`src/common/sar_pkg.sv`:
```
// Package for the successive-approximation converter control block.
// Assumes a single 200 MHz system clock domain and a plain register port.
package sar_pkg;
  // ----------------------------------------------------------------
  // Register map
  // ----------------------------------------------------------------
  localparam logic [7:0] ADDR_MAIN_CTRL = 8'h1f;
  localparam logic [7:0] ADDR_PIN_CFG = 8'h9f;
  localparam logic [7:0] ADDR_RESULT = 8'h1e;
  localparam logic [7:0] ADDR_FLAG = 8'h0c;
  localparam logic [7:0] ADDR_ENABLE = 8'h8c;
  localparam logic [7:0] ADDR_PORTA = 8'h05;
  localparam logic [7:0] ADDR_PORTE = 8'h09;
  localparam logic [7:0] ADDR_SYS = 8'h90;
  // ----------------------------------------------------------------
  // Field positions and reset values
  // ----------------------------------------------------------------
  localparam int ON_BIT = 0;
  localparam int GO_BIT = 2;
  localparam int CHS_LSB = 3;
  localparam int CKS_LSB = 6;
  localparam int DONE_BIT = 6;
  localparam int HALT_BIT = 0;
  localparam logic [7:0] MAIN_RESET = 8'h00;
  localparam logic [7:0] PIN_RESET = 8'h00;
  localparam logic [7:0] MAIN_WMASK = 8'hfd;
  localparam logic [7:0] PIN_WMASK = 8'h07;
  localparam logic [1:0] CKS_RC = 2'h3;
  // ----------------------------------------------------------------
  // Timing
  // ----------------------------------------------------------------
  localparam int CONV_PERIODS = 10;
  localparam int WAIT_PERIODS = 2;
  localparam int DIV_X2 = 2;
  localparam int DIV_X8 = 8;
  localparam int DIV_X32 = 32;
  localparam int CLK_MHZ = 200;
  localparam int INSTR_OSC = 4;
  typedef enum logic [1:0] {ST_SAMPLE, ST_DELAY, ST_CONVERT, ST_HOLDOFF} conv_state_t;
endpackage : sar_pkg

```
`src/hw/sar_converter_control.sv`:
```
// Control logic of an 8-bit successive-approximation converter.
// Assumes a comparator outside, register strobes synchronous to clk_sys.
`timescale 1ns/1ps

// Behaviour
// - Eight channels, one sample-hold, 8-bit result.
// - Channel select at main control bits 5:3.
// - Converter runs only while converter_on set.
// - Go starts; finish loads result, clears go, flags.
// - Done flag bit 6, enable bit 6 gates interrupt.
// - Conversion lasts exactly ten bit periods.
// - Bit period from osc x2/x8/x32 or RC.
// - Two bit periods hold-off after completion.
// - Pin config field sets analog pins, reference.
// - Analog pins read zero from port registers.
// - Direction and pin config bits never block conversion.
// - Converter keeps working during halt under the RC source.
// - Clock select codes 00/01/10/11; only RC in halt.
// - Clearing go aborts, result kept, hold-off, resample.
// - RC source delays start one instruction cycle.
module sar_converter_control #(
  parameter int RC_DIV = 800 // RC bit period in clk_sys cycles, 4 us typical
) (
  input wire logic clk_sys, // System clock, 200 MHz
  input wire logic rst, // Asynchronous reset, active high
  input wire logic [7:0] addr, // Register address
  input wire logic [7:0] wdata, // Write data
  input wire logic wr_en, // Write strobe
  input wire logic rd_en, // Read strobe
  input wire logic halt, // Device in low-power halt
  input wire logic cmp_in, // Comparator: input above trial level
  input wire logic [7:0] porta_pins, // Port A pin levels
  input wire logic [2:0] porte_pins, // Port E pin levels
  output logic [7:0] rdata, // Read data, cycle after strobe
  output logic irq, // Level interrupt
  output logic [2:0] chan_sel, // Analog mux channel
  output logic hold_connect, // Holding capacitor tied to channel
  output logic [7:0] dac_trial, // Trial code for comparator
  output logic conv_busy, // Conversion running
  output logic ref_ext, // External reference selected
  output logic [7:0] analog_pins, // Analog pin mask, 7:5 port E
  output logic conv_power // Converter powered
);
  // ----------------------------------------------------------------
  // Local constants
  // ----------------------------------------------------------------
  // Two settling periods come before the first bit decision
  localparam logic [3:0] FIRST_BIT = 4'(sar_pkg::CONV_PERIODS - 8);
  localparam logic [3:0] LAST_CONV = 4'(sar_pkg::CONV_PERIODS - 1);
  localparam logic [3:0] LAST_WAIT = 4'(sar_pkg::WAIT_PERIODS - 1);
  localparam logic [2:0] LAST_INS = 3'(sar_pkg::INSTR_OSC - 1);

  // ----------------------------------------------------------------
  // Declarations
  // ----------------------------------------------------------------
  // Register state
  sar_pkg::conv_state_t state_r; // Sequencer state
  sar_pkg::conv_state_t state_nxt; // Next sequencer state
  logic [7:0] main_r; // Clock select, channel, go, on
  logic [7:0] pin_r; // Port configuration, bits 2:0 only
  logic [7:0] result_r; // Last completed or written result
  logic [7:0] trial_r; // Successive-approximation register
  logic [7:0] trial_nxt; // Trial code after this edge
  logic done_r; // Conversion complete flag
  logic irq_en_r; // Interrupt enable of the done flag
  logic irq_r; // Interrupt level
  logic [7:0] rdata_r; // Read data, one cycle after strobe
  // Registered copies of the outputs
  logic [2:0] chan_r;
  logic hold_r;
  logic busy_r;
  logic ref_r;
  logic [7:0] analog_r;
  logic power_r;
  // Timing
  logic [15:0] tad_cnt_r; // Clocks within the current bit period
  logic [15:0] tad_last; // Last count of a bit period
  logic [3:0] per_cnt_r; // Bit periods elapsed in this phase
  logic [2:0] ins_cnt_r; // Start delay under the RC source
  logic [15:0] conv_clk_r; // Clocks spent converting, for checks
  // Decodes
  logic [2:0] bit_idx;
  logic [7:0] amask;
  logic [7:0] rmask;
  logic [7:0] porta_zero;
  logic [2:0] porte_zero;
  logic tick;
  logic go;
  logic on;
  logic rc_sel;
  logic halt_abort;
  logic wr_main;
  logic wr_flag;
  logic wr_result;
  logic done_evt;
  logic abort_evt;

  // ----------------------------------------------------------------
  // Field decodes
  // ----------------------------------------------------------------
  // Control fields and write targets
  assign on = main_r[sar_pkg::ON_BIT];
  assign go = main_r[sar_pkg::GO_BIT];
  assign rc_sel = main_r[sar_pkg::CKS_LSB +: 2] == sar_pkg::CKS_RC;
  // Oscillator sources cannot run in halt; the RC source can
  assign halt_abort = halt && !rc_sel;
  assign wr_main = wr_en && (addr == sar_pkg::ADDR_MAIN_CTRL);
  assign wr_flag = wr_en && (addr == sar_pkg::ADDR_FLAG);
  assign wr_result = wr_en && (addr == sar_pkg::ADDR_RESULT);

  // Bit period length per clock source
  always_comb begin
    tad_last = 16'(sar_pkg::DIV_X2 - 1);
    unique case (main_r[sar_pkg::CKS_LSB +: 2])
      2'h0: tad_last = 16'(sar_pkg::DIV_X2 - 1);
      2'h1: tad_last = 16'(sar_pkg::DIV_X8 - 1);
      2'h2: tad_last = 16'(sar_pkg::DIV_X32 - 1);
      2'h3: tad_last = 16'(RC_DIV - 1);
    endcase
  end

  // A bit period ends; >= so a source change mid-period cannot hang
  assign tick = ((state_r == sar_pkg::ST_CONVERT) || (state_r == sar_pkg::ST_HOLDOFF))
                && (tad_cnt_r >= tad_last);

  // ----------------------------------------------------------------
  // Pin configuration
  // ----------------------------------------------------------------
  // Analog channel mask; odd codes give the reference pin away
  always_comb begin
    amask = 8'h00;
    case (pin_r[2:0])
      3'h0, 3'h1: amask = 8'hff;
      3'h2, 3'h3: amask = 8'h1f;
      3'h4, 3'h5: amask = 8'h0b;
      default: amask = 8'h00;
    endcase
    if (pin_r[0]) begin
      amask[3] = 1'b0;
    end
  end

  // Analog inputs and the reference pin read low
  assign rmask = amask | {4'h0, pin_r[0], 3'h0};
  assign porta_zero = {2'h0, rmask[4], 1'b0, rmask[3:0]};
  assign porte_zero = rmask[7:5];

  // ----------------------------------------------------------------
  // Conversion sequencer
  // ----------------------------------------------------------------
  // Pin direction and configuration bits never gate the sequencer
  always_comb begin
    state_nxt = state_r;
    done_evt = 1'b0;
    abort_evt = 1'b0;
    unique case (state_r)
      sar_pkg::ST_SAMPLE: begin
        if (on && go && !halt_abort) begin
          // RC source waits one instruction cycle first
          state_nxt = rc_sel ? sar_pkg::ST_DELAY : sar_pkg::ST_CONVERT;
        end
      end
      sar_pkg::ST_DELAY: begin
        if (!go || halt_abort) begin
          state_nxt = sar_pkg::ST_HOLDOFF;
          abort_evt = 1'b1;
        end else if (ins_cnt_r == LAST_INS) begin
          state_nxt = sar_pkg::ST_CONVERT;
        end
      end
      sar_pkg::ST_CONVERT: begin
        if (!go || halt_abort) begin
          state_nxt = sar_pkg::ST_HOLDOFF;
          abort_evt = 1'b1;
        end else if (tick && (per_cnt_r == LAST_CONV)) begin
          state_nxt = sar_pkg::ST_HOLDOFF;
          done_evt = 1'b1;
        end
      end
      sar_pkg::ST_HOLDOFF: begin
        if (tick && (per_cnt_r == LAST_WAIT)) begin
          state_nxt = sar_pkg::ST_SAMPLE;
        end
      end
    endcase
    // Turning the converter off drops any conversion at once
    if (!on) begin
      state_nxt = sar_pkg::ST_SAMPLE;
      done_evt = 1'b0;
      abort_evt = 1'b0;
    end
  end

  // Sequencer state
  always_ff @(posedge clk_sys or posedge rst) begin
    if (rst) begin
      state_r <= sar_pkg::ST_SAMPLE;
    end else begin
      state_r <= state_nxt;
    end
  end

  // Bit period and period counters, cleared on every state change
  always_ff @(posedge clk_sys or posedge rst) begin
    if (rst) begin
      tad_cnt_r <= 16'h0000;
      per_cnt_r <= 4'h0;
    end else if (state_nxt != state_r) begin
      tad_cnt_r <= 16'h0000;
      per_cnt_r <= 4'h0;
    end else if (tick) begin
      tad_cnt_r <= 16'h0000;
      per_cnt_r <= per_cnt_r + 4'h1;
    end else if ((state_r == sar_pkg::ST_CONVERT) || (state_r == sar_pkg::ST_HOLDOFF)) begin
      tad_cnt_r <= tad_cnt_r + 16'h0001;
    end
  end

  // Instruction-cycle delay under the RC source
  always_ff @(posedge clk_sys or posedge rst) begin
    if (rst) begin
      ins_cnt_r <= 3'h0;
    end else if (state_r == sar_pkg::ST_DELAY) begin
      ins_cnt_r <= ins_cnt_r + 3'h1;
    end else begin
      ins_cnt_r <= 3'h0;
    end
  end

  // ----------------------------------------------------------------
  // Successive approximation
  // ----------------------------------------------------------------
  // Bit under trial: 7 in the third period, 0 in the last
  assign bit_idx = 3'(LAST_CONV - per_cnt_r);

  // Keep the bit if the input is at or above the trial level
  always_comb begin
    trial_nxt = trial_r;
    if (tick && (state_r == sar_pkg::ST_CONVERT) && (per_cnt_r >= FIRST_BIT)) begin
      trial_nxt[bit_idx] = cmp_in;
      if (bit_idx != 3'h0) begin
        trial_nxt[bit_idx - 3'h1] = 1'b1;
      end
    end
  end

  // Trial register starts at mid-scale on entry to conversion
  always_ff @(posedge clk_sys or posedge rst) begin
    if (rst) begin
      trial_r <= 8'h00;
    end else if ((state_r != sar_pkg::ST_CONVERT) && (state_nxt == sar_pkg::ST_CONVERT)) begin
      trial_r <= 8'h80;
    end else begin
      trial_r <= trial_nxt;
    end
  end

  // ----------------------------------------------------------------
  // Registers
  // ----------------------------------------------------------------
  // Main control; hardware clears go at completion or halt abort
  always_ff @(posedge clk_sys or posedge rst) begin
    if (rst) begin
      main_r <= sar_pkg::MAIN_RESET;
    end else if (wr_main) begin
      main_r <= wdata & sar_pkg::MAIN_WMASK;
    end else if (done_evt || (abort_evt && halt_abort)) begin
      main_r[sar_pkg::GO_BIT] <= 1'b0;
    end
  end

  // Pin configuration
  always_ff @(posedge clk_sys or posedge rst) begin
    if (rst) begin
      pin_r <= sar_pkg::PIN_RESET;
    end else if (wr_en && (addr == sar_pkg::ADDR_PIN_CFG)) begin
      pin_r <= wdata & sar_pkg::PIN_WMASK;
    end
  end

  // Result; an aborted conversion leaves it untouched
  always_ff @(posedge clk_sys or posedge rst) begin
    if (rst) begin
      result_r <= 8'h00;
    end else if (done_evt) begin
      result_r <= trial_nxt;
    end else if (wr_result) begin
      result_r <= wdata;
    end
  end

  // Done flag: set wins over a write-one clear in the same cycle
  always_ff @(posedge clk_sys or posedge rst) begin
    if (rst) begin
      done_r <= 1'b0;
    end else if (done_evt) begin
      done_r <= 1'b1;
    end else if (wr_flag && wdata[sar_pkg::DONE_BIT]) begin
      done_r <= 1'b0;
    end
  end

  // Interrupt enable and level
  always_ff @(posedge clk_sys or posedge rst) begin
    if (rst) begin
      irq_en_r <= 1'b0;
      irq_r <= 1'b0;
    end else begin
      if (wr_en && (addr == sar_pkg::ADDR_ENABLE)) begin
        irq_en_r <= wdata[sar_pkg::DONE_BIT];
      end
      irq_r <= done_r && irq_en_r;
    end
  end

  // Read data stands only in the cycle after the strobe
  always_ff @(posedge clk_sys or posedge rst) begin
    if (rst) begin
      rdata_r <= 8'h00;
    end else if (rd_en) begin
      case (addr)
        sar_pkg::ADDR_MAIN_CTRL: rdata_r <= main_r;
        sar_pkg::ADDR_PIN_CFG: rdata_r <= pin_r;
        sar_pkg::ADDR_RESULT: rdata_r <= result_r;
        sar_pkg::ADDR_FLAG: rdata_r <= {1'b0, done_r, 6'h00};
        sar_pkg::ADDR_ENABLE: rdata_r <= {1'b0, irq_en_r, 6'h00};
        sar_pkg::ADDR_PORTA: rdata_r <= porta_pins & ~porta_zero;
        sar_pkg::ADDR_PORTE: rdata_r <= {5'h00, porte_pins & ~porte_zero};
        default: rdata_r <= 8'h00;
      endcase
    end else begin
      rdata_r <= 8'h00;
    end
  end

  // ----------------------------------------------------------------
  // Outputs
  // ----------------------------------------------------------------
  // Hold and busy copies taken from next state so they line up with state_r
  always_ff @(posedge clk_sys or posedge rst) begin
    if (rst) begin
      chan_r <= 3'h0;
      hold_r <= 1'b0;
      busy_r <= 1'b0;
      ref_r <= 1'b0;
      analog_r <= 8'h00;
      power_r <= 1'b0;
    end else begin
      chan_r <= main_r[sar_pkg::CHS_LSB +: 3];
      hold_r <= on && ((state_nxt == sar_pkg::ST_SAMPLE)
                || (state_nxt == sar_pkg::ST_DELAY));
      busy_r <= (state_nxt == sar_pkg::ST_DELAY) || (state_nxt == sar_pkg::ST_CONVERT);
      ref_r <= pin_r[0];
      analog_r <= amask;
      power_r <= on && !halt_abort;
    end
  end

  assign rdata = rdata_r;
  assign irq = irq_r;
  assign chan_sel = chan_r;
  assign hold_connect = hold_r;
  assign dac_trial = trial_r;
  assign conv_busy = busy_r;
  assign ref_ext = ref_r;
  assign analog_pins = analog_r;
  assign conv_power = power_r;

  // Helper: clocks spent in conversion, independent of the counters
  always_ff @(posedge clk_sys or posedge rst) begin
    if (rst) begin
      conv_clk_r <= 16'h0000;
    end else if (state_r == sar_pkg::ST_CONVERT) begin
      conv_clk_r <= conv_clk_r + 16'h0001;
    end else begin
      conv_clk_r <= 16'h0000;
    end
  end
endmodule : sar_converter_control

```
`config.mk`:
```
export PLATFORM = sky130hd
export DESIGN_NAME = sar_converter_control
export DESIGN_NICKNAME = d
export VERILOG_FILES = /design/src/common/sar_pkg.sv /design/src/hw/sar_converter_control.sv
export SDC_FILE = /design/constraint.sdc
export NUM_CORES = 1
export LEC_CHECK = 0
export BUFFER_PORTS_ARGS = -buffer_cell sky130_fd_sc_hd__buf_2
export CAP_MARGIN = 20
export CORE_MARGIN = 2
export CORE_UTILIZATION = 45
export CTS_CLUSTER_SIZE = 16
export DETAILED_ROUTE_END_ITERATION = 10
export GPL_TIMING_DRIVEN = 0
export PLACE_DENSITY = 0.69
export SYNTH_ARGS = -nofsm -noshare
export SYNTH_HDL_FRONTEND = slang
export SYNTH_SLANG_ARGS = --single-unit
```
`constraint.sdc`:
```
create_clock -name clk_sys -period 3.4 [get_ports clk_sys]
set_input_delay 0 -clock clk_sys [delete_from_list [all_inputs] [get_ports clk_sys]]
set_output_delay 0 -clock clk_sys [all_outputs]
set_load 0.05 [all_outputs]
```
==> key figures <==
Timing
  – RSZ-0062 raised after global routing: false
  – Worst Clk Skew: 10.6 ps
  – Slew margin rel.: between 40% and 50%
  – Final setup violation count: 0
  – Achievable Freq: ~0.32 GHz
  – Worst-Margin Slew: approximately 890 ps
  – Min cycle time layout: between 3000 and 4000 ps
  – Fin. max-slew vios: 0
  – Period utilization: 91.2%
  – Final WS setup: 299 ps
  – Final Hold Viols: 0
  – WHS: 65.7 ps
  – Setup TNS: 0 ps

GRT
  – Routing usage on met2: between 30 and 40%
  – GR Util met1: 30.4%
  – First-pass GRT wire length: about 17 mm
  – All-Layer GR Usage: 21.3%
  – GR peak layer: met2
  – GRT overflow: 0
  – Antenna violations before repair: 0
  – GR Layer Usage met3: ~4.7%
  – Pin count of the biggest net entering global routing: between 70 and 80
  – Vias in the first global route: 3341

Placement
  – IO buf count: 63
  – RePlAce Congestion: 0.878
  – Pre-CTS setup slack: approximately 64 ps
  – DP HPWL: ~7 mm

Layout
  – Nets@finish: about 560
  – Most common cell after layout, fill and taps aside: dfrtp_1
  – Most frequent cells in the layout: dfrtp_1, buf_2, nor2_1
  – ANT cells: 0
  – Share of cells above drive strength 1: approximately a fifth
  – Area Overhead vs Synth: 22.0%

Setup path
  – WP buf/inv: 2
  – Kind of critical path: flop to flop
  – Crit-path max cell delay: between 400 and 500 ps
  – Crit end category: flop
  – Crit path required time: ~3600 ps
  – Type of origin of the critical path: flop
  – CP max FO: 10
  – Most frequent CP cell: ha_1
  – WP data arrival: about 3300 ps
  – Slowest cell on the critical path: dfrtp_1
  – CP cell instances: nand2_1, ha_1, nor4_1, nand3_1, a31oi_4, clkbuf_4, nor2_1, nor3_1, a21o_1, ha_1, nor2b_1, clkbuf_2, a21oi_1
  – Top delay family on crit path: simple AND/OR/NAND/NOR gates

Worst hold path
  – Worst min path class: input pin to flop

Clocking
  – Clock edge transition at the registers on the reported setup and hold paths: approximately 70 ps
  – Clock Latency Late Sink: about 350 ps
  – Clock sink total: 73
  – CTS tree: done
  – Longest Clk Path Bufs: 2
  – Inserted Clock Buffers: 9
  – H-tree level count: 3
  – CTS Root Buffer Type: clkbuf_8

Logic synthesis
  – Yosys cell types: 57
  – Sequential fraction of the synthesis area: a little under half
  – Post-synth EDFFs: 0
  – Syn Nets: between 400 and 500
  – Syn_area_per_cell: approximately 9.8 um^2
  – Total of warnings raised by yosys: 0
  – Mapped Area: about 4000 um^2
  – Synthesized instance count: 410
  – Dominant synthesized flop cell: dfrtp_1
  – Area fraction of the dominant cell type after synthesis: ~46%
  – Cell taking the most area after synthesis: dfrtp_1
  – Asr flop ratio synth: 100%
  – Dominant cells by area after synthesis: dfrtp_1, ha_1, nor2_1, nand2_1, a21oi_1
  – Yosys reg bits: 73

Floorplanning
  – Num ports: 65
  – DIE HEIGHT: between 90 and 100 um
  – Core ar.: 8680 um^2
  – Die area: 9690 um^2
  – Die W: slightly below 100 um
  – Starting Density: between 40% and 50%
  – Row Count: 34

Power and ir drop
  – Leak: between 2 and 2.5 nW
  – Max VDD drop: roughly 0.00018 V
  – P per Cell Area: 375 nW/um^2

Route
  – DR DRC count: 0
  – Routed WL: about 10 mm
  – DRT Pass-1 Iters: 5
  – Via density: around 5.7
  – Drt wl/cell: between 15 and 20 um
  – Number of nets with antenna violations after routing: 0
  – Initial DRC Count: between 200 and 250
  – Total number of vias: 3516

Flow run
  – Max cap viols: 0

Outcome
  – Outcome: complete, no violations
through the flow:
stage	power, W	cell area (um^2)	utilization [%]	cells
after floorplan	0.00104	4010	-	410
after global placement	0.00110	4460	51.4	581
after detailed placement	0.00110	4470	51.5	581
after CTS	0.00185	4880	56.2	617
after global routing	0.00191	4900	56.4	619
final	0.00184	4900	56.4	619
where the power goes:
| part | switching (W) | total (W) | internal (W) |
|---|---|---|---|
| Sequential | 0.0000179 | 0.000908 | 0.000890 |
| Clock | 0.000323 | 0.000732 | 0.000409 |
| Combinational | 0.000127 | 0.000197 | 0.0000695 |
cells in the mapped netlist (all sizes together) (10+ instances only):
cell    instances
nand2          33
inv            16
ha             23
mux2           10
nor2           46
and2           10
a211oi         11
buf            11
a21oi          24
nand3          17
nor3           12
dfrtp          73
o21ai          11
nor2b          12
sequential cells by signal, indices dropped and copies added, names as in the netlist:
register      count
tad_cnt_r        16
dac_trial         8
rdata             8
result_r          8
main_r            7
analog_pins       4
per_cnt_r         4
chan_sel          3
ins_cnt_r         3
pin_r             3
state_r           2
conv_busy         1
conv_power        1
done_r            1
hold_connect      1
irq               1
irq_en_r          1
ref_ext           1
metal layers:
metal / vias to the layer above / routed length [um]
met5: - / 0
met4: 0 / 210
met3: 22 / 546
met2: 135 / 4580
met1: 1697 / 4670
li1: 1662 / -
logic make-up after synthesis:
kind of cell | synth area share (%)
AND/OR/NAND/NOR | 22.6
AO/OA/AOI/OAI | 13.9
flip-flops | 45.5
buffers and inverters | 3.65
adder cells (fa/ha/maj) | 7.17
multiplexers | 4.80
XOR/XNOR | 2.40
tightest hold or removal path, stage by stage:
cell      delay, ps
buf_2           130
nand3b_1         80
o21ai_0          70
o21ai_0          80
final timing paths:
path	start	endpoint	slack, ps	cells past startpoint
setup / recovery	main_r[7]	dac_trial[0]	300	13
hold / removal	wr_en	done_r	70	4
setup reg to reg	main_r[7]	dac_trial[0]	300	13
hold reg to reg	main_r[3]	chan_sel[0]	420	0
max in group asynchronous	rst	dac_trial[3]	2430	3
min in group asynchronous	rst	tad_cnt_r[10]	370	3
area by class of cell:
cell class                 count  area [um^2]
buffer                        17         90.1
timing repair buffer          85          531
sequential                    73         1830
tap                          108          135
multi-input combinational    304         2040
inverter                      16         62.6
clock inverter                 6         82.6
fill                         772         3780
clock buffer                  10          128
what timing repair did:
| action | 4_1_cts | 5_1_grt |
|---|---|---|
| endpoints found under the setup margin | 0 | 8 |
| endpoints found under the hold margin | 97 | 0 |
| resized for setup | 0 | 2 |
| hold buffers | 20 | 0 |
| setup buffers | 0 | 2 |
No activity file was read; power rests on OpenSTA's default activity.
